==> config.mk <==
export PLATFORM = sky130hd
export DESIGN_NAME = ust_sync_tx
export DESIGN_NICKNAME = d
export VERILOG_FILES = /design/src/ust_baud_gen.v /design/src/ust_sync_tx.v
export VERILOG_INCLUDE_DIRS = /design/src
export SDC_FILE = /design/constraint.sdc
export NUM_CORES = 1
export LEC_CHECK = 0
export BUFFER_PORTS_ARGS = -buffer_cell sky130_fd_sc_hd__clkbuf_2
export CORE_UTILIZATION = 53
export DETAILED_ROUTE_END_ITERATION = 8
export PLACE_DENSITY = 0.79
export SYNTH_ARGS = -nofsm -noshare
export SYNTH_HDL_FRONTEND = slang
export SYNTH_SLANG_ARGS = --single-unit
==> constraint.sdc <==
create_clock -name sys_clk -period 2.68 [get_ports sys_clk]
set_clock_uncertainty 0.15 [all_clocks]
set_input_delay 0.134 -clock sys_clk [delete_from_list [all_inputs] [get_ports sys_clk]]
set_output_delay 0.134 -clock sys_clk [all_outputs]
set_load 0.05 [all_outputs]
==> src/ust_regs.vh <==
// Register map, field positions and reset values of the synchronous transmitter
`ifndef UST_REGS_VH
`define UST_REGS_VH
// Byte offsets on the register bus
`define UST_OFS_CTRL 8'h00
`define UST_OFS_STATUS 8'h04
`define UST_OFS_TXDATA 8'h08
`define UST_OFS_BAUD_LO 8'h0c
`define UST_OFS_BAUD_HI 8'h10
// Control register fields
`define UST_CTRL_SYNC 0
`define UST_CTRL_MSTR 1
`define UST_CTRL_PORT 2
`define UST_CTRL_RX1 3
`define UST_CTRL_RXC 4
`define UST_CTRL_TXON 5
`define UST_CTRL_NINE 6
`define UST_CTRL_BIT9 7
`define UST_CTRL_POL 8
`define UST_CTRL_WIDE 9
`define UST_CTRL_HSPD 10
`define UST_CTRL_TXINT 11
`define UST_CTRL_GLOB 12
`define UST_CTRL_PERI 13
`define UST_CTRL_W 14
// Status register fields
`define UST_STAT_EMPTY 0
`define UST_STAT_BUSY 1
`define UST_STAT_XMIT 2
// Reset values
`define UST_CTRL_RST 14'h0000
`define UST_BAUD_RST 8'h00
// Character lengths
`define UST_BITS_8 4'h8
`define UST_BITS_9 4'h9
// Bit count step, and the count that marks the final bit
`define UST_ONE_LEFT 4'h1
`endif

==> src/ust_baud_gen.v <==
// Baud rate generator: half-bit tick from a reloading down counter
`timescale 1ns/1ps
module ust_baud_gen #(
   parameter DIV_W = 16
)(
   input wire sys_clk, // System clock
   input wire rst, // Synchronous reset, active high
   input wire clear, // Restart the count from the divisor
   input wire [DIV_W-1:0] divisor, // Reload value
   output wire tick // One-cycle pulse per half bit
);
   reg [DIV_W-1:0] count_reg;
   reg [DIV_W-1:0] count_next;

   assign tick = ~clear & (count_reg == {DIV_W{1'b0}});

   // Down count; a clear reloads so the next half bit is a full one
   always @*
   begin
      if (clear | tick)
         count_next = divisor;
      else
         count_next = count_reg - {{(DIV_W-1){1'b0}}, 1'b1};
   end

   // Counter register
   always @(posedge sys_clk)
   begin
      if (rst)
         count_reg <= {DIV_W{1'b0}};
      else
         count_reg <= count_next;
   end
endmodule // ust_baud_gen

==> src/ust_sync_tx.v <==
// Synchronous master transmitter with AHB-Lite register slave
`timescale 1ns/1ps
`include "ust_regs.vh"
module ust_sync_tx #(
   parameter DIV_W = 16
)(
   input wire sys_clk, // System clock, 200 MHz
   input wire rst, // Synchronous reset, active high
   input wire hsel, // Slave select
   input wire [31:0] haddr, // Byte address
   input wire [1:0] htrans, // Transfer type
   input wire hwrite, // Write when high
   input wire [2:0] hsize, // Transfer size, word only
   input wire [31:0] hwdata, // Write data
   input wire hready, // Bus ready
   output wire hreadyout, // Slave ready
   output wire hresp, // Always OKAY
   output wire [31:0] hrdata, // Read data
   output wire clockPinOut, // Clock pin level
   output wire clockPinOe, // Clock pin driver enable
   input wire clockPinIn, // Clock pin sensed level, unused as master
   output wire dataPinOut, // Data pin level
   output wire dataPinOe, // Data pin driver enable
   input wire dataPinIn, // Data pin sensed level, unused in transmit
   output wire txIrq // Transmit interrupt request, level
);
   // One-hot transmit states
   localparam [2:0] ST_IDLE = 3'b001;
   localparam [2:0] ST_LEAD = 3'b010;
   localparam [2:0] ST_TRAIL = 3'b100;

   // Software visible registers
   reg [`UST_CTRL_W-1:0] ctrl_reg;
   reg [7:0] baudLo_reg;
   reg [7:0] baudHi_reg;

   // Bus data phase tracking
   reg [7:0] addr_reg;
   reg wrPend_reg;
   reg rdPend_reg;
   reg rdDone_reg;
   reg [31:0] rdata_reg;
   reg [31:0] rdata_next;

   // Transmit datapath and sequencer
   reg [8:0] hold_reg;
   reg holdFull_reg;
   reg [8:0] shift_reg;
   reg [3:0] bitsLeft_reg;
   reg [2:0] state_reg;
   reg [2:0] state_next;
   reg clkActive_reg;
   reg dataBit_reg;

   // Sequencer strobes, decoded every cycle
   reg loadShift;
   reg shiftOut;
   reg lastBit;

   // Bus decode, mode and timing nets
   wire addrPhase;
   wire wrData;
   wire wrCtrl;
   wire wrHold;
   wire wrBaudLo;
   wire wrBaudHi;
   wire masterCfg;
   wire xmitCfg;
   wire xmitRun;
   wire [DIV_W-1:0] divisor;
   wire baudClear;
   wire baudTick;
   wire holdEmpty;
   wire [3:0] charBits;
   wire inIdle;
   wire trailTick;

   // Bus address phase is taken only when the bus is ready
   assign addrPhase = hsel & htrans[1] & hready;

   // Write data is used in the data phase, one cycle after its address
   assign wrData = wrPend_reg;
   assign wrCtrl = wrData & (addr_reg == `UST_OFS_CTRL);
   assign wrHold = wrData & (addr_reg == `UST_OFS_TXDATA);
   assign wrBaudLo = wrData & (addr_reg == `UST_OFS_BAUD_LO);
   assign wrBaudHi = wrData & (addr_reg == `UST_OFS_BAUD_HI);

   // Reads take one wait state so read data comes from a flop
   assign hreadyout = ~(rdPend_reg & ~rdDone_reg);
   assign hresp = 1'b0;

   // Read data comes straight from a flop, never from the mux
   assign hrdata = rdata_reg;

   // Address phase capture and data phase tracking
   always @(posedge sys_clk)
   begin
      if (rst)
      begin
         addr_reg <= 8'h00;
         wrPend_reg <= 1'b0;
         rdPend_reg <= 1'b0;
         rdDone_reg <= 1'b0;
      end
      else
      begin
         if (hreadyout)
         begin
            addr_reg <= haddr[7:0];
            wrPend_reg <= addrPhase & hwrite;
            rdPend_reg <= addrPhase & ~hwrite;
            rdDone_reg <= 1'b0;
         end
         else
            rdDone_reg <= 1'b1;
      end
   end

   // Read mux; the shift register has no address
   always @*
   begin
      rdata_next = 32'h0000_0000;
      case (addr_reg)
         `UST_OFS_CTRL: rdata_next[`UST_CTRL_W-1:0] = ctrl_reg;
         `UST_OFS_STATUS:
         begin
            rdata_next[`UST_STAT_EMPTY] = holdEmpty;
            rdata_next[`UST_STAT_BUSY] = ~inIdle;
            rdata_next[`UST_STAT_XMIT] = xmitCfg;
         end
         `UST_OFS_BAUD_LO: rdata_next[7:0] = baudLo_reg;
         `UST_OFS_BAUD_HI: rdata_next[7:0] = baudHi_reg;
         // Unmapped offsets and the write-only data register read as zero
         default: rdata_next = 32'h0000_0000;
      endcase
   end

   // Read data register, loaded in the wait cycle
   always @(posedge sys_clk)
   begin
      if (rst)
         rdata_reg <= 32'h0000_0000;
      else if (rdPend_reg & ~rdDone_reg)
         rdata_reg <= rdata_next;
   end

   // Control register
   always @(posedge sys_clk)
   begin
      if (rst)
         ctrl_reg <= `UST_CTRL_RST;
      else if (wrCtrl)
         ctrl_reg <= hwdata[`UST_CTRL_W-1:0];
   end

   // Divisor low byte
   always @(posedge sys_clk)
   begin
      if (rst)
         baudLo_reg <= `UST_BAUD_RST;
      else if (wrBaudLo)
         baudLo_reg <= hwdata[7:0];
   end

   // Divisor high byte, resets to zero
   always @(posedge sys_clk)
   begin
      if (rst)
         baudHi_reg <= `UST_BAUD_RST;
      else if (wrBaudHi)
         baudHi_reg <= hwdata[7:0];
   end

   // Mode decode: any receive enable selects receive instead
   assign masterCfg = ctrl_reg[`UST_CTRL_SYNC] & ctrl_reg[`UST_CTRL_MSTR]
      & ctrl_reg[`UST_CTRL_PORT];
   assign xmitCfg = masterCfg & ~ctrl_reg[`UST_CTRL_RX1]
      & ~ctrl_reg[`UST_CTRL_RXC];

   // Shifting needs transmit enable on top of the mode
   assign xmitRun = xmitCfg & ctrl_reg[`UST_CTRL_TXON];

   // Upper divisor byte only counts in wide mode
   assign divisor = ctrl_reg[`UST_CTRL_WIDE] ?
      {baudHi_reg, baudLo_reg} : {8'h00, baudLo_reg};

   // State decodes shared by the datapath and the counter clear
   assign inIdle = (state_reg == ST_IDLE);
   assign trailTick = (state_reg == ST_TRAIL) & baudTick;

   // Counter restarts on a high-byte write and while idle
   // Holding it while idle gives every character a full first half bit
   assign baudClear = wrBaudHi | inIdle;

   ust_baud_gen #(
      .DIV_W(DIV_W)
   ) baudGen (
      .sys_clk(sys_clk),
      .rst(rst),
      .clear(baudClear),
      .divisor(divisor),
      .tick(baudTick)
   );

   // Character length: eight bits, nine when selected
   assign charBits = ctrl_reg[`UST_CTRL_NINE] ? `UST_BITS_9 : `UST_BITS_8;

   // Holding register counts as empty once its character has moved on
   assign holdEmpty = ~holdFull_reg;

   // Transmit sequencer; no start or stop framing is ever added
   always @*
   begin
      state_next = state_reg;
      loadShift = 1'b0;
      shiftOut = 1'b0;
      lastBit = 1'b0;
      case (state_reg)
         ST_IDLE:
         begin
            // Empty shifter takes the held character at once
            if (xmitRun & holdFull_reg)
            begin
               loadShift = 1'b1;
               state_next = ST_LEAD;
            end
         end
         ST_LEAD:
         begin
            // Leading edge: clock goes active, data bit changes
            if (baudTick)
            begin
               shiftOut = 1'b1;
               state_next = ST_TRAIL;
            end
         end
         ST_TRAIL:
         begin
            // Trailing edge ends one clock cycle per bit
            if (baudTick)
            begin
               lastBit = (bitsLeft_reg == `UST_ONE_LEFT);
               if (!lastBit)
                  state_next = ST_LEAD;
               else if (xmitRun & holdFull_reg)
               begin
                  // Waiting character goes only after the last bit
                  loadShift = 1'b1;
                  state_next = ST_LEAD;
               end
               else
                  state_next = ST_IDLE;
            end
         end
         default: state_next = ST_IDLE;
      endcase
      // Leaving transmit configuration aborts, half-duplex only
      if (!xmitRun)
      begin
         state_next = ST_IDLE;
         loadShift = 1'b0;
         shiftOut = 1'b0;
      end
   end

   // State register
   always @(posedge sys_clk)
   begin
      if (rst)
         state_reg <= ST_IDLE;
      else
         state_reg <= state_next;
   end

   // Holding register; a write in the move cycle wins over the clear
   always @(posedge sys_clk)
   begin
      if (rst)
      begin
         hold_reg <= 9'h000;
         holdFull_reg <= 1'b0;
      end
      else if (wrHold)
      begin
         // Ninth bit is taken from control at the write
         hold_reg <= {ctrl_reg[`UST_CTRL_BIT9], hwdata[7:0]};
         holdFull_reg <= 1'b1;
      end
      else if (loadShift)
         holdFull_reg <= 1'b0;
   end

   // Hidden shift register, least significant bit out first
   always @(posedge sys_clk)
   begin
      if (rst)
         shift_reg <= 9'h000;
      else if (loadShift)
         shift_reg <= hold_reg;
      else if (shiftOut)
         shift_reg <= {1'b0, shift_reg[8:1]};
   end

   // Bits still to go; counted down at each trailing edge
   always @(posedge sys_clk)
   begin
      if (rst)
         bitsLeft_reg <= 4'h0;
      else if (loadShift)
         bitsLeft_reg <= charBits;
      else if (trailTick)
         bitsLeft_reg <= bitsLeft_reg - `UST_ONE_LEFT;
   end

   // Clock phase: active from leading to trailing edge, one cycle per bit
   always @(posedge sys_clk)
   begin
      if (rst)
         clkActive_reg <= 1'b0;
      else if (shiftOut)
         clkActive_reg <= 1'b1;
      else if (trailTick)
         clkActive_reg <= 1'b0;
      else if (!xmitRun)
         clkActive_reg <= 1'b0;
   end

   // Data bit changes only on a leading edge and holds to the next
   always @(posedge sys_clk)
   begin
      if (rst)
         dataBit_reg <= 1'b0;
      else if (shiftOut)
         dataBit_reg <= shift_reg[0];
   end

   // Idle level equals polarity; set idles high, falling leading edge
   assign clockPinOut = clkActive_reg ^ ctrl_reg[`UST_CTRL_POL];
   // Clock driver on for any synchronous master setup
   assign clockPinOe = masterCfg;
   // Data driven only in master transmit configuration
   assign dataPinOut = dataBit_reg;
   assign dataPinOe = xmitCfg;

   // Holding empty flag gated by the three enables
   assign txIrq = holdEmpty & ctrl_reg[`UST_CTRL_TXINT]
      & ctrl_reg[`UST_CTRL_GLOB] & ctrl_reg[`UST_CTRL_PERI];
endmodule // ust_sync_tx

==> results of run 1 <==
==> cell type report <==
class	instances	area [um^2]
fill	710	3010
multi-input combinational	413	2430
sequential	99	1980
timing repair buffer	82	571
clock buffer	12	165
tap	105	131
clock inverter	2	35.0
inverter	6	22.5
==> final timing paths <==
check	end	slack [ps]	depth (start not counted)
max reg2reg	shift_reg[6]	250	5
min	wrData	30	5
max	shift_reg[6]	250	5
min reg2reg	hrdata[13]	310	2
==> per-layer routing <==
layer | wire, um | global-route usage | vias to the layer above
met3 | 723 | 0.0600 | 25
met4 | 231 | 0.0821 | 0
li1 | - | - | 2040
met5 | 0 | 0 | -
met1 | 4980 | 0.341 | 1963
met2 | 5620 | 0.432 | 181
==> metrics by stage <==
stage | utilization | std cells
5_1_grt | 0.640 | 719
3_5_place_dp | 0.586 | 681
3_3_place_gp | 0.586 | 681
6_report | 0.640 | 719
4_1_cts | 0.639 | 719
2_1_floorplan | - | 573
==> critical path, cell delays in order (launching register included) <==
cell	delay [ps]
dfxtp_1	330
or4_4	590
nand4bb_1	390
nand3b_1	490
a21oi_1	130
a211oi_1	260
==> logic make-up (layout without fill, tap and decap cells) <==
| kind of cell | count (synthesis) | after routing | share of synthesized area |
|---|---|---|---|
| simple gates | 232 | 232 | 0.257 |
| xor+xnor | 14 | 14 | 0.0263 |
| mux | 22 | 22 | 0.0486 |
| flops | 99 | 99 | 0.426 |
| other cells | 1 | 19 | 0.000805 |
| buf+inv | 61 | 102 | 0.0688 |
| fa+ha+maj | 4 | 4 | 0.0108 |
| compound gates | 122 | 122 | 0.162 |
==> power groups by stage <==
stage          Combinational (mW)  Clock (mW)  Sequential (mW)
2_1_floorplan               0.153           0             1.52
3_3_place_gp                0.173           0             1.52
3_5_place_dp                0.175           0             1.52
4_1_cts                     0.204       0.984             1.49
5_1_grt                     0.223        1.04             1.49
6_report                    0.209       0.971             1.49
==> what timing repair did <==
item	in CTS	in global routing
hold buffers	24	0
resized for setup	0	2
endpoints found under the hold margin	47	0
endpoints found under the setup margin	0	11
==> placed cells by master (no fill, tap or decap), types with 2 or more instances in the layout <==
cell type,n
buf_4,10
nor3_2,2
a21oi_1,61
or2_2,2
nand3_1,20
dfxtp_1,99
mux2i_1,20
clkbuf_2,47
or4_1,2
or3b_1,2
clkbuf_8,12
ha_1,4
nand2_1,90
o31ai_1,2
nor2b_1,3
a22oi_1,6
a21boi_0,2
nor4_1,7
xor2_1,3
nor4_4,2
nor4_2,2
nor3_1,14
nor4b_1,8
a22o_1,7
o21ai_0,13
xnor2_1,11
inv_1,5
conb_1,19
a31oi_1,2
dlygate4sd3_1,24
a211oi_1,18
nor3b_1,5
nand4_1,7
o31a_1,3
nor2_1,46
nand2b_1,4
==> flow_summary.json, run 1 <==
{
  "cp.arrival_ps": 2550,
  "syn_to_final_growth_pct": 14.6,
  "num_vias": 4209,
  "clock-sinks": 99,
  "grt_pass1_vias": 3849,
  "fin_total_pwr_mw": 2.67,
  "ir_drop_uv": 262,
  "drcViolationCount": 0,
  "placed_area_um2": 4890,
  "yosys-top-cells-count": "99 x dfxtp_1, 90 x nand2_1, 61 x a21oi_1",
  "grt_pass1_wl_um": 18700,
  "portBuffers": 47,
  "r2r-start": "addr_reg[0]",
  "viasPerCell": 5.85,
  "antenna_found_initial": 0,
  "die_x_um": 95.7,
  "fin_crit_sh": 0.908,
  "gp_congestion": 0.897,
  "drive_above_1_share": 0.148,
  "syn_inst": 555,
  "critPathKind": "reg2reg",
  "pre_cts_slack_ps": 207,
  "cts_root_buf": "clkbuf_8",
  "holdWs_ps": 31.0,
  "drtIter0Drc": 364,
  "initial_utilization": 0.558,
  "final_area_um2": 5340,
  "p_clk_frac": 0.364,
  "p_sw_mw": 0.631,
  "postCtsSetupBuffers": 0,
  "yosys.area.top_type_share": 0.426,
  "cts_tree": "yes",
  "ys_ff_latch": 99,
  "end_kind": "flip-flop",
  "hpwl_um": 7680,
  "dr.pass1.iters": 5,
  "nets": 691,
  "p_comb_frac": 0.078,
  "rsz0062_at_grt": "false",
  "synth-edff-count": 0,
  "dieArea_um2": 9160,
  "core-area_um2": 8340,
  "slew-limit-headroom": 0.546,
  "cp.required_ps": 2790,
  "finalSetupViolations": 0,
  "clkTransAtPathRegs_ps": 80,
  "row_count": 33,
  "worstMarginPinSlew_ps": 680,
  "ys_top_cells_by_area": "dfxtp_1 43%, nand2_1 7.3%, a21oi_1 6.6%",
  "yosys.area.top_type": "dfxtp_1",
  "leakagePower_nw": 2.11,
  "pwr-share-seq": 0.558,
  "synth-main-ff-cell": "dfxtp_1",
  "netlist_area_um2": 4660,
  "synthDistinctLibCells": 61,
  "yosysMostFrequentCell": "dfxtp_1",
  "synth_warnings": 0,
  "ys_seq_area_frac": 0.426,
  "largest_register_ff_count": 16,
  "grt_util_all_layers": 0.262,
  "min_from": "htrans[1]",
  "fmax_mhz": 411,
  "fin_crit_ps": 2430,
  "hold_viol": 0,
  "cap_violations": 0,
  "die_y_um": 95.7,
  "cts_made_buffers": 9,
  "min_path_type": "in2reg",
  "status": "completed",
  "cts_buffer_depth": 2,
  "fin_setup_tns_ps": 0,
  "clock_latency_ps": 360,
  "internal-power_mw": 2.04,
  "p_per_area_nw_per_um2": 501,
  "ios": 115,
  "fin_ws_ps": 247,
  "path_max_fanout": 10,
  "ant_nets": 0,
  "htree_levels": 3,
  "n_antenna_cell": 0,
  "totalWireLength_um": 11600,
  "slew_viol_final": 0,
  "wl_per_cell_um": 16.1,
  "p_sw_frac": 0.236,
  "grt-ovfl-total": 0,
  "synthArstFlopShare": 0,
  "avgSynthCellArea_um2": 8.39,
  "grt_max_degree": 75,
  "cp-start-kind": "flip-flop",
  "critPathLaunch": "addr_reg[0]"
}
(Power assumes the default switching activity.)
==> run 2, diff against run 1 <==
ABC_AREA = 1   (was default)
SKIP_CTS_REPAIR_TIMING = 1   (was default)
SLEW_MARGIN = 10   (was default)
==> flow_summary.json, run 2 <==
{
  "nets": 786,
  "htree_levels": 3,
  "ys_top_cells_by_area": "dfxtp_1 43%, nand2_1 9.9%, a21oi_1 7.4%",
  "row_count": 33,
  "ys_ff_latch": 99,
  "cpPeakStageDelay_ps": 400,
  "r2r-start": "baudGen.count_reg[0]",
  "netlist_area_um2": 4660,
  "initial_utilization": 0.556,
  "grt-ovfl-total": 0,
  "hold_path_end": "baudGen.count_reg[5]",
  "ant_nets": 0,
  "drtIter0Drc": 270,
  "end_kind": "flip-flop",
  "p_sw_mw": 0.732,
  "num_vias": 4326,
  "pre_cts_slack_ps": 535,
  "yosys.area.top_type_share": 0.425,
  "hpwl_um": 7850,
  "yosys.area.top_type": "dfxtp_1",
  "ir_drop_uv": 364,
  "portBuffers": 47,
  "gp_congestion": 0.879,
  "layout_commonest_cell": "nand2_1",
  "totalWireLength_um": 11000,
  "grt_pass1_vias": 3814,
  "grt_max_degree": 44,
  "ios": 115,
  "slew_viol_final": 0,
  "grt_pass1_wl_um": 17500,
  "dieArea_um2": 9170,
  "filler_cell_count": 729,
  "synthArstFlopShare": 0,
  "multi_input_area_um2": 2220,
  "worstPathCellList": "inv_1 -> ha_1 -> inv_1 -> nor3_1 -> nand3_2 -> nand3_2 -> inv_1 -> o21ai_0 -> a21o_1 -> a21oi_1",
  "final_area_um2": 5380,
  "n_antenna_cell": 0,
  "die_y_um": 95.8,
  "cp-start-kind": "flip-flop",
  "min_path_type": "in2reg",
  "cp.required_ps": 2820,
  "synth-main-ff-cell": "dfxtp_1",
  "reg2reg_depth": 10,
  "yosysMostFrequentCell": "nand2_1",
  "utilization": 0.641,
  "clock_latency_ps": 370,
  "drcViolationCount": 0,
  "clkTransAtPathRegs_ps": 100,
  "finalSetupViolations": 0,
  "final-seq-area_um2": 1980,
  "avgSynthCellArea_um2": 7.28,
  "syn_to_final_growth_pct": 15.4,
  "core-area_um2": 8380,
  "worstMarginPinSlew_ps": 614,
  "synthDistinctLibCells": 37,
  "status": "completed",
  "cts_root_buf": "clkbuf_8",
  "clock-sinks": 99,
  "fin_setup_tns_ps": 0,
  "slew-limit-headroom": 0.589,
  "dr.pass1.iters": 5,
  "antenna_found_initial": 0,
  "cts_tree": "yes",
  "wl_per_cell_um": 13.5,
  "ys_seq_area_frac": 0.425,
  "internal-power_mw": 2.00,
  "path_max_fanout": 16,
  "largest_register_ff_count": 16,
  "cpMostUsedCell": "inv_1",
  "final_cell_mix": "123 x nand2_1, 99 x dfxtp_1, 69 x inv_1, 69 x a21oi_1, 61 x nor2_1",
  "die_x_um": 95.8,
  "fin_crit_sh": 0.814,
  "grt_util_all_layers": 0.245,
  "r2r_end": "baudGen.count_reg[14]",
  "synth_warnings": 0,
  "cap_violations": 0,
  "rrSetupSlack_ps": 500,
  "p_clk_frac": 0.378,
  "synth-edff-count": 0,
  "p_sw_frac": 0.268,
  "leakagePower_nw": 2.31,
  "cts_buffer_depth": 2,
  "p_per_area_nw_per_um2": 508,
  "cts_made_buffers": 9,
  "fin_ws_ps": 498,
  "viasPerCell": 5.30,
  "hold_viol": 0,
  "rsz0062_at_grt": "false",
  "slowest_stage": "inv_1",
  "cp.arrival_ps": 2330,
  "syn_inst": 640,
  "p_comb_frac": 0.077,
  "critPathKind": "reg2reg",
  "placed_area_um2": 4900,
  "fmax_mhz": 458,
  "drive_above_1_share": 0.142,
  "yosys-top-cells-count": "123 x nand2_1, 99 x dfxtp_1, 69 x a21oi_1, 69 x inv_1, 62 x nor2_1",
  "pwr-share-seq": 0.545,
  "min_path_cells": 2,
  "fin_crit_ps": 2180,
  "min_from": "rst"
}
## run 2: cell count changes after synthesis, moves of 9 or more
cell	previous run	this run
o21ai_0	13	53
nor4b_1	9	0
nand2_1	90	123
clkbuf_1	27	17
inv_1	5	69
nor2_1	46	62
mux2i_1	20	0
## run 2: metal layers
layer  GRT usage  part of all wire  up-vias
li1            -                 -     2192
met1       0.319              0.45     2004
met2       0.414              0.50      116
met3      0.0442             0.044       14
met4      0.0746             0.011        0
met5           0                 0        -
## run 2: critical path: cells and delay by family, from the launching register on
| kind | cells | cell delay (ps) |
|---|---|---|
| and+or+nand+nor | 3 | 390 |
| adders and majority gates | 1 | 220 |
| buffers and inverters | 3 | 570 |
| DFF | 1 | 360 |
| AOI/OAI and AO/OA | 3 | 430 |
## run 2: cell families after synthesis
kind of cell | Yosys count | synth area share
compound gates | 151 | 0.177
mux | 1 | 0.00242
fa+ha+maj | 4 | 0.0107
simple gates | 255 | 0.249
other cells | 1 | 0.000805
flops | 99 | 0.425
buf+inv | 118 | 0.113
xor+xnor | 11 | 0.0207
## run 2: worst max path at each step
| stage | startpoint | to | slack [ps] |
|---|---|---|---|
| 2_1_floorplan | ctrl_reg[1] | state_reg[0] | 350 |
| 6_report | baudGen.count_reg[0] | baudGen.count_reg[14] | 500 |
| 3_5_place_dp | baudGen.count_reg[0] | baudGen.count_reg[14] | 530 |
| 3_3_place_gp | baudGen.count_reg[0] | baudGen.count_reg[14] | 590 |
| 4_1_cts | baudGen.count_reg[0] | baudGen.count_reg[10] | 510 |
| 5_1_grt | baudGen.count_reg[0] | baudGen.count_reg[10] | 270 |
## run 2: cell type report
class                           instances  share of cell area
Multi-Input combinational cell        441               0.413
Tap cell                              105              0.0244
Timing Repair Buffer                   79               0.101
Inverter                               76              0.0531
Clock inverter                          7              0.0172
Clock buffer                            9              0.0230
Sequential cell                        99               0.369
## run 2: power by group through the flow
stage               Sequential (mW)  Clock [mW]  Combinational, mW
floorplan                      1.53           0              0.145
global placement               1.52           0              0.175
detailed placement             1.52           0              0.177
global route                   1.49        1.10              0.227
finish                         1.49        1.03              0.211
CTS                            1.49        1.04              0.178
## run 2: metrics by stage
stage | instances | hold WS (ps) | power, mW
3_5_place_dp | 774 | 213 | 1.70
6_report | 816 | 175 | 2.73
5_1_grt | 816 | 193 | 2.82
4_1_cts | 790 | -183 | 2.71
2_1_floorplan | 658 | 119 | 1.68
3_3_place_gp | 774 | 209 | 1.70
==> run 3, diff against run 2 <==
clock period = 2.11 ns   (was 2.68 ns; I/O delays follow)
==> flow_summary.json, run 3 (synthesized netlist as in run 2, its figures left out) <==
{
  "syn_to_final_growth_pct": 16.6,
  "placed_area_um2": 4950,
  "ant_nets": 0,
  "antenna_found_initial": 0,
  "htree_levels": 3,
  "hpwl_um": 7910,
  "internal-power_mw": 2.42,
  "clock-sinks": 99,
  "largest_register_ff_count": 16,
  "core-area_um2": 8380,
  "cp.depth": 6,
  "slowest_stage": "dlygate4sd3_1",
  "p_comb_frac": 0.082,
  "leakagePower_nw": 2.31,
  "fmax_mhz": 481,
  "viasPerCell": 5.30,
  "p_per_area_nw_per_um2": 617,
  "p_sw_mw": 0.935,
  "clkTransAtPathRegs_ps": 110,
  "critPathKind": "in2reg",
  "slew-limit-headroom": 0.604,
  "ios": 115,
  "cp_top_family": "buffers and inverters",
  "portBuffers": 47,
  "cpMostUsedCell": "dlygate4sd3_1",
  "n_antenna_cell": 0,
  "cp.arrival_ps": 2250,
  "cap_violations": 0,
  "grt_pass1_wl_um": 17800,
  "rrSetupSlack_ps": 120,
  "clock_latency_ps": 380,
  "die_x_um": 95.8,
  "r2r-start": "baudGen.count_reg[0]",
  "worstMarginPinSlew_ps": 588,
  "worstPathBufferInverterCount": 4,
  "p_sw_frac": 0.279,
  "worstPathCellList": "dlygate4sd3_1 -> clkbuf_2 -> nand3_1 -> dlygate4sd3_1 -> o41ai_1 -> dlygate4sd3_1",
  "dieArea_um2": 9170,
  "p_clk_frac": 0.353,
  "grt_use_met2": 0.443,
  "grt_pass1_vias": 3884,
  "totalWireLength_um": 11500,
  "drtIter0Drc": 256,
  "cp-start-kind": "input pin",
  "layout_commonest_cell": "nand2_1",
  "reg2reg_depth": 11,
  "die_y_um": 95.8,
  "row_count": 33,
  "utilization": 0.648,
  "final_area_um2": 5430,
  "r2r_end": "holdFull_reg",
  "fin_crit_sh": 0.985,
  "cpPeakStageDelay_ps": 610,
  "drive_above_1_share": 0.156,
  "cts_tree": "yes",
  "cts_buffer_depth": 2,
  "fin_crit_ps": 2080,
  "cp.required_ps": 2290,
  "grt_util_all_layers": 0.255,
  "path_max_fanout": 2,
  "critPathLaunch": "htrans[1]",
  "cts_root_buf": "clkbuf_8",
  "status": "completed",
  "pwr-share-seq": 0.565,
  "hold_viol": 0,
  "wl_per_cell_um": 14.0,
  "finalSetupViolations": 0,
  "initial_utilization": 0.556,
  "final_cell_mix": "123 x nand2_1, 99 x dfxtp_1, 69 x a21oi_1",
  "dr.pass1.iters": 5,
  "drcViolationCount": 0,
  "slew_viol_final": 0,
  "globalRouteMet3Util": 0.0498,
  "end_kind": "flip-flop",
  "grt_max_degree": 55,
  "grtUsageMet1": 0.315,
  "grt-ovfl-total": 0,
  "gp_congestion": 0.854,
  "grt-busiest-layer": "met2",
  "min_path_type": "in2reg",
  "crit_end": "wrData",
  "cts_made_buffers": 9,
  "ir_drop_uv": 503,
  "filler_cell_count": 724,
  "nets": 791,
  "num_vias": 4355
}
[run 3: cell types whose count changed in the layout (fill, tap and decap cells not counted), moves of 2 or more]
cell        change
clkinvlp_4      +3
buf_4           +2
nor2_1          -2
inv_1           -2
buf_12          +2
nor2_2          +2
[run 3: worst reg2reg max path, stage by stage (launching register included)]
cell and delay (ps):
dfxtp_1 340, inv_2 90, ha_2 180, inv_1 60, nor3_2 120, nand3_2 150, nor2_4 210, nand3_4 130
nand2_4 140, nand2_4 100, nand2_1 150, o22ai_1 90
[run 3: layer usage]
metal	vias to the layer above	share of wire	wire [um]
li1	2186	-	-
met1	2021	0.44	5080
met2	129	0.50	5720
met3	19	0.043	491
met4	0	0.019	218
met5	-	0	0
[run 3: power by group through the flow]
stage	sequential, mW	clock, mW	combinational [mW]
2_1_floorplan	1.95	0	0.184
3_3_place_gp	1.93	0	0.226
3_5_place_dp	1.94	0	0.230
4_1_cts	1.89	1.20	0.231
5_1_grt	1.90	1.27	0.294
6_report	1.89	1.18	0.275
[run 3: how the worst min path moves through the flow]
stage	startpoint	endpoint	slack, ps	depth (start not counted)
3_3_place_gp	hwdata[11]	ctrl_reg[11]	180	3
2_1_floorplan	hwdata[11]	ctrl_reg[11]	90	2
4_1_cts	hwdata[9]	ctrl_reg[9]	-220	3
6_report	rst	clkActive_reg	30	3
5_1_grt	rst	clkActive_reg	50	3
3_5_place_dp	hwdata[9]	ctrl_reg[9]	180	3
[run 3: per-stage QoR]
| step | std cells | setup TNS (ps) | worst slack [ps] | hold slack (ps) | power [mW] |
|---|---|---|---|---|---|
| after floorplan | 658 | 0 | 64.4 | 90.4 | 2.13 |
| after global placement | 777 | 0 | 135 | 181 | 2.16 |
| after detailed placement | 777 | 0 | 23.1 | 183 | 2.17 |
| after CTS | 793 | 0 | 14.2 | -221 | 3.32 |
| after global routing | 821 | -30.0 | -15.1 | 45.2 | 3.46 |
| final | 821 | 0 | 31.6 | 34.6 | 3.35 |
[run 3: final cells by class]
type                            instances  area, um^2  area share
Sequential cell                        99        1980       0.365
Clock inverter                          6        55.1      0.0101
Multi-Input combinational cell        442        2250       0.414
Timing Repair Buffer                   83         596       0.110
Tap cell                              105         131      0.0242
Clock buffer                           10         128      0.0235
Inverter                               76         289      0.0532
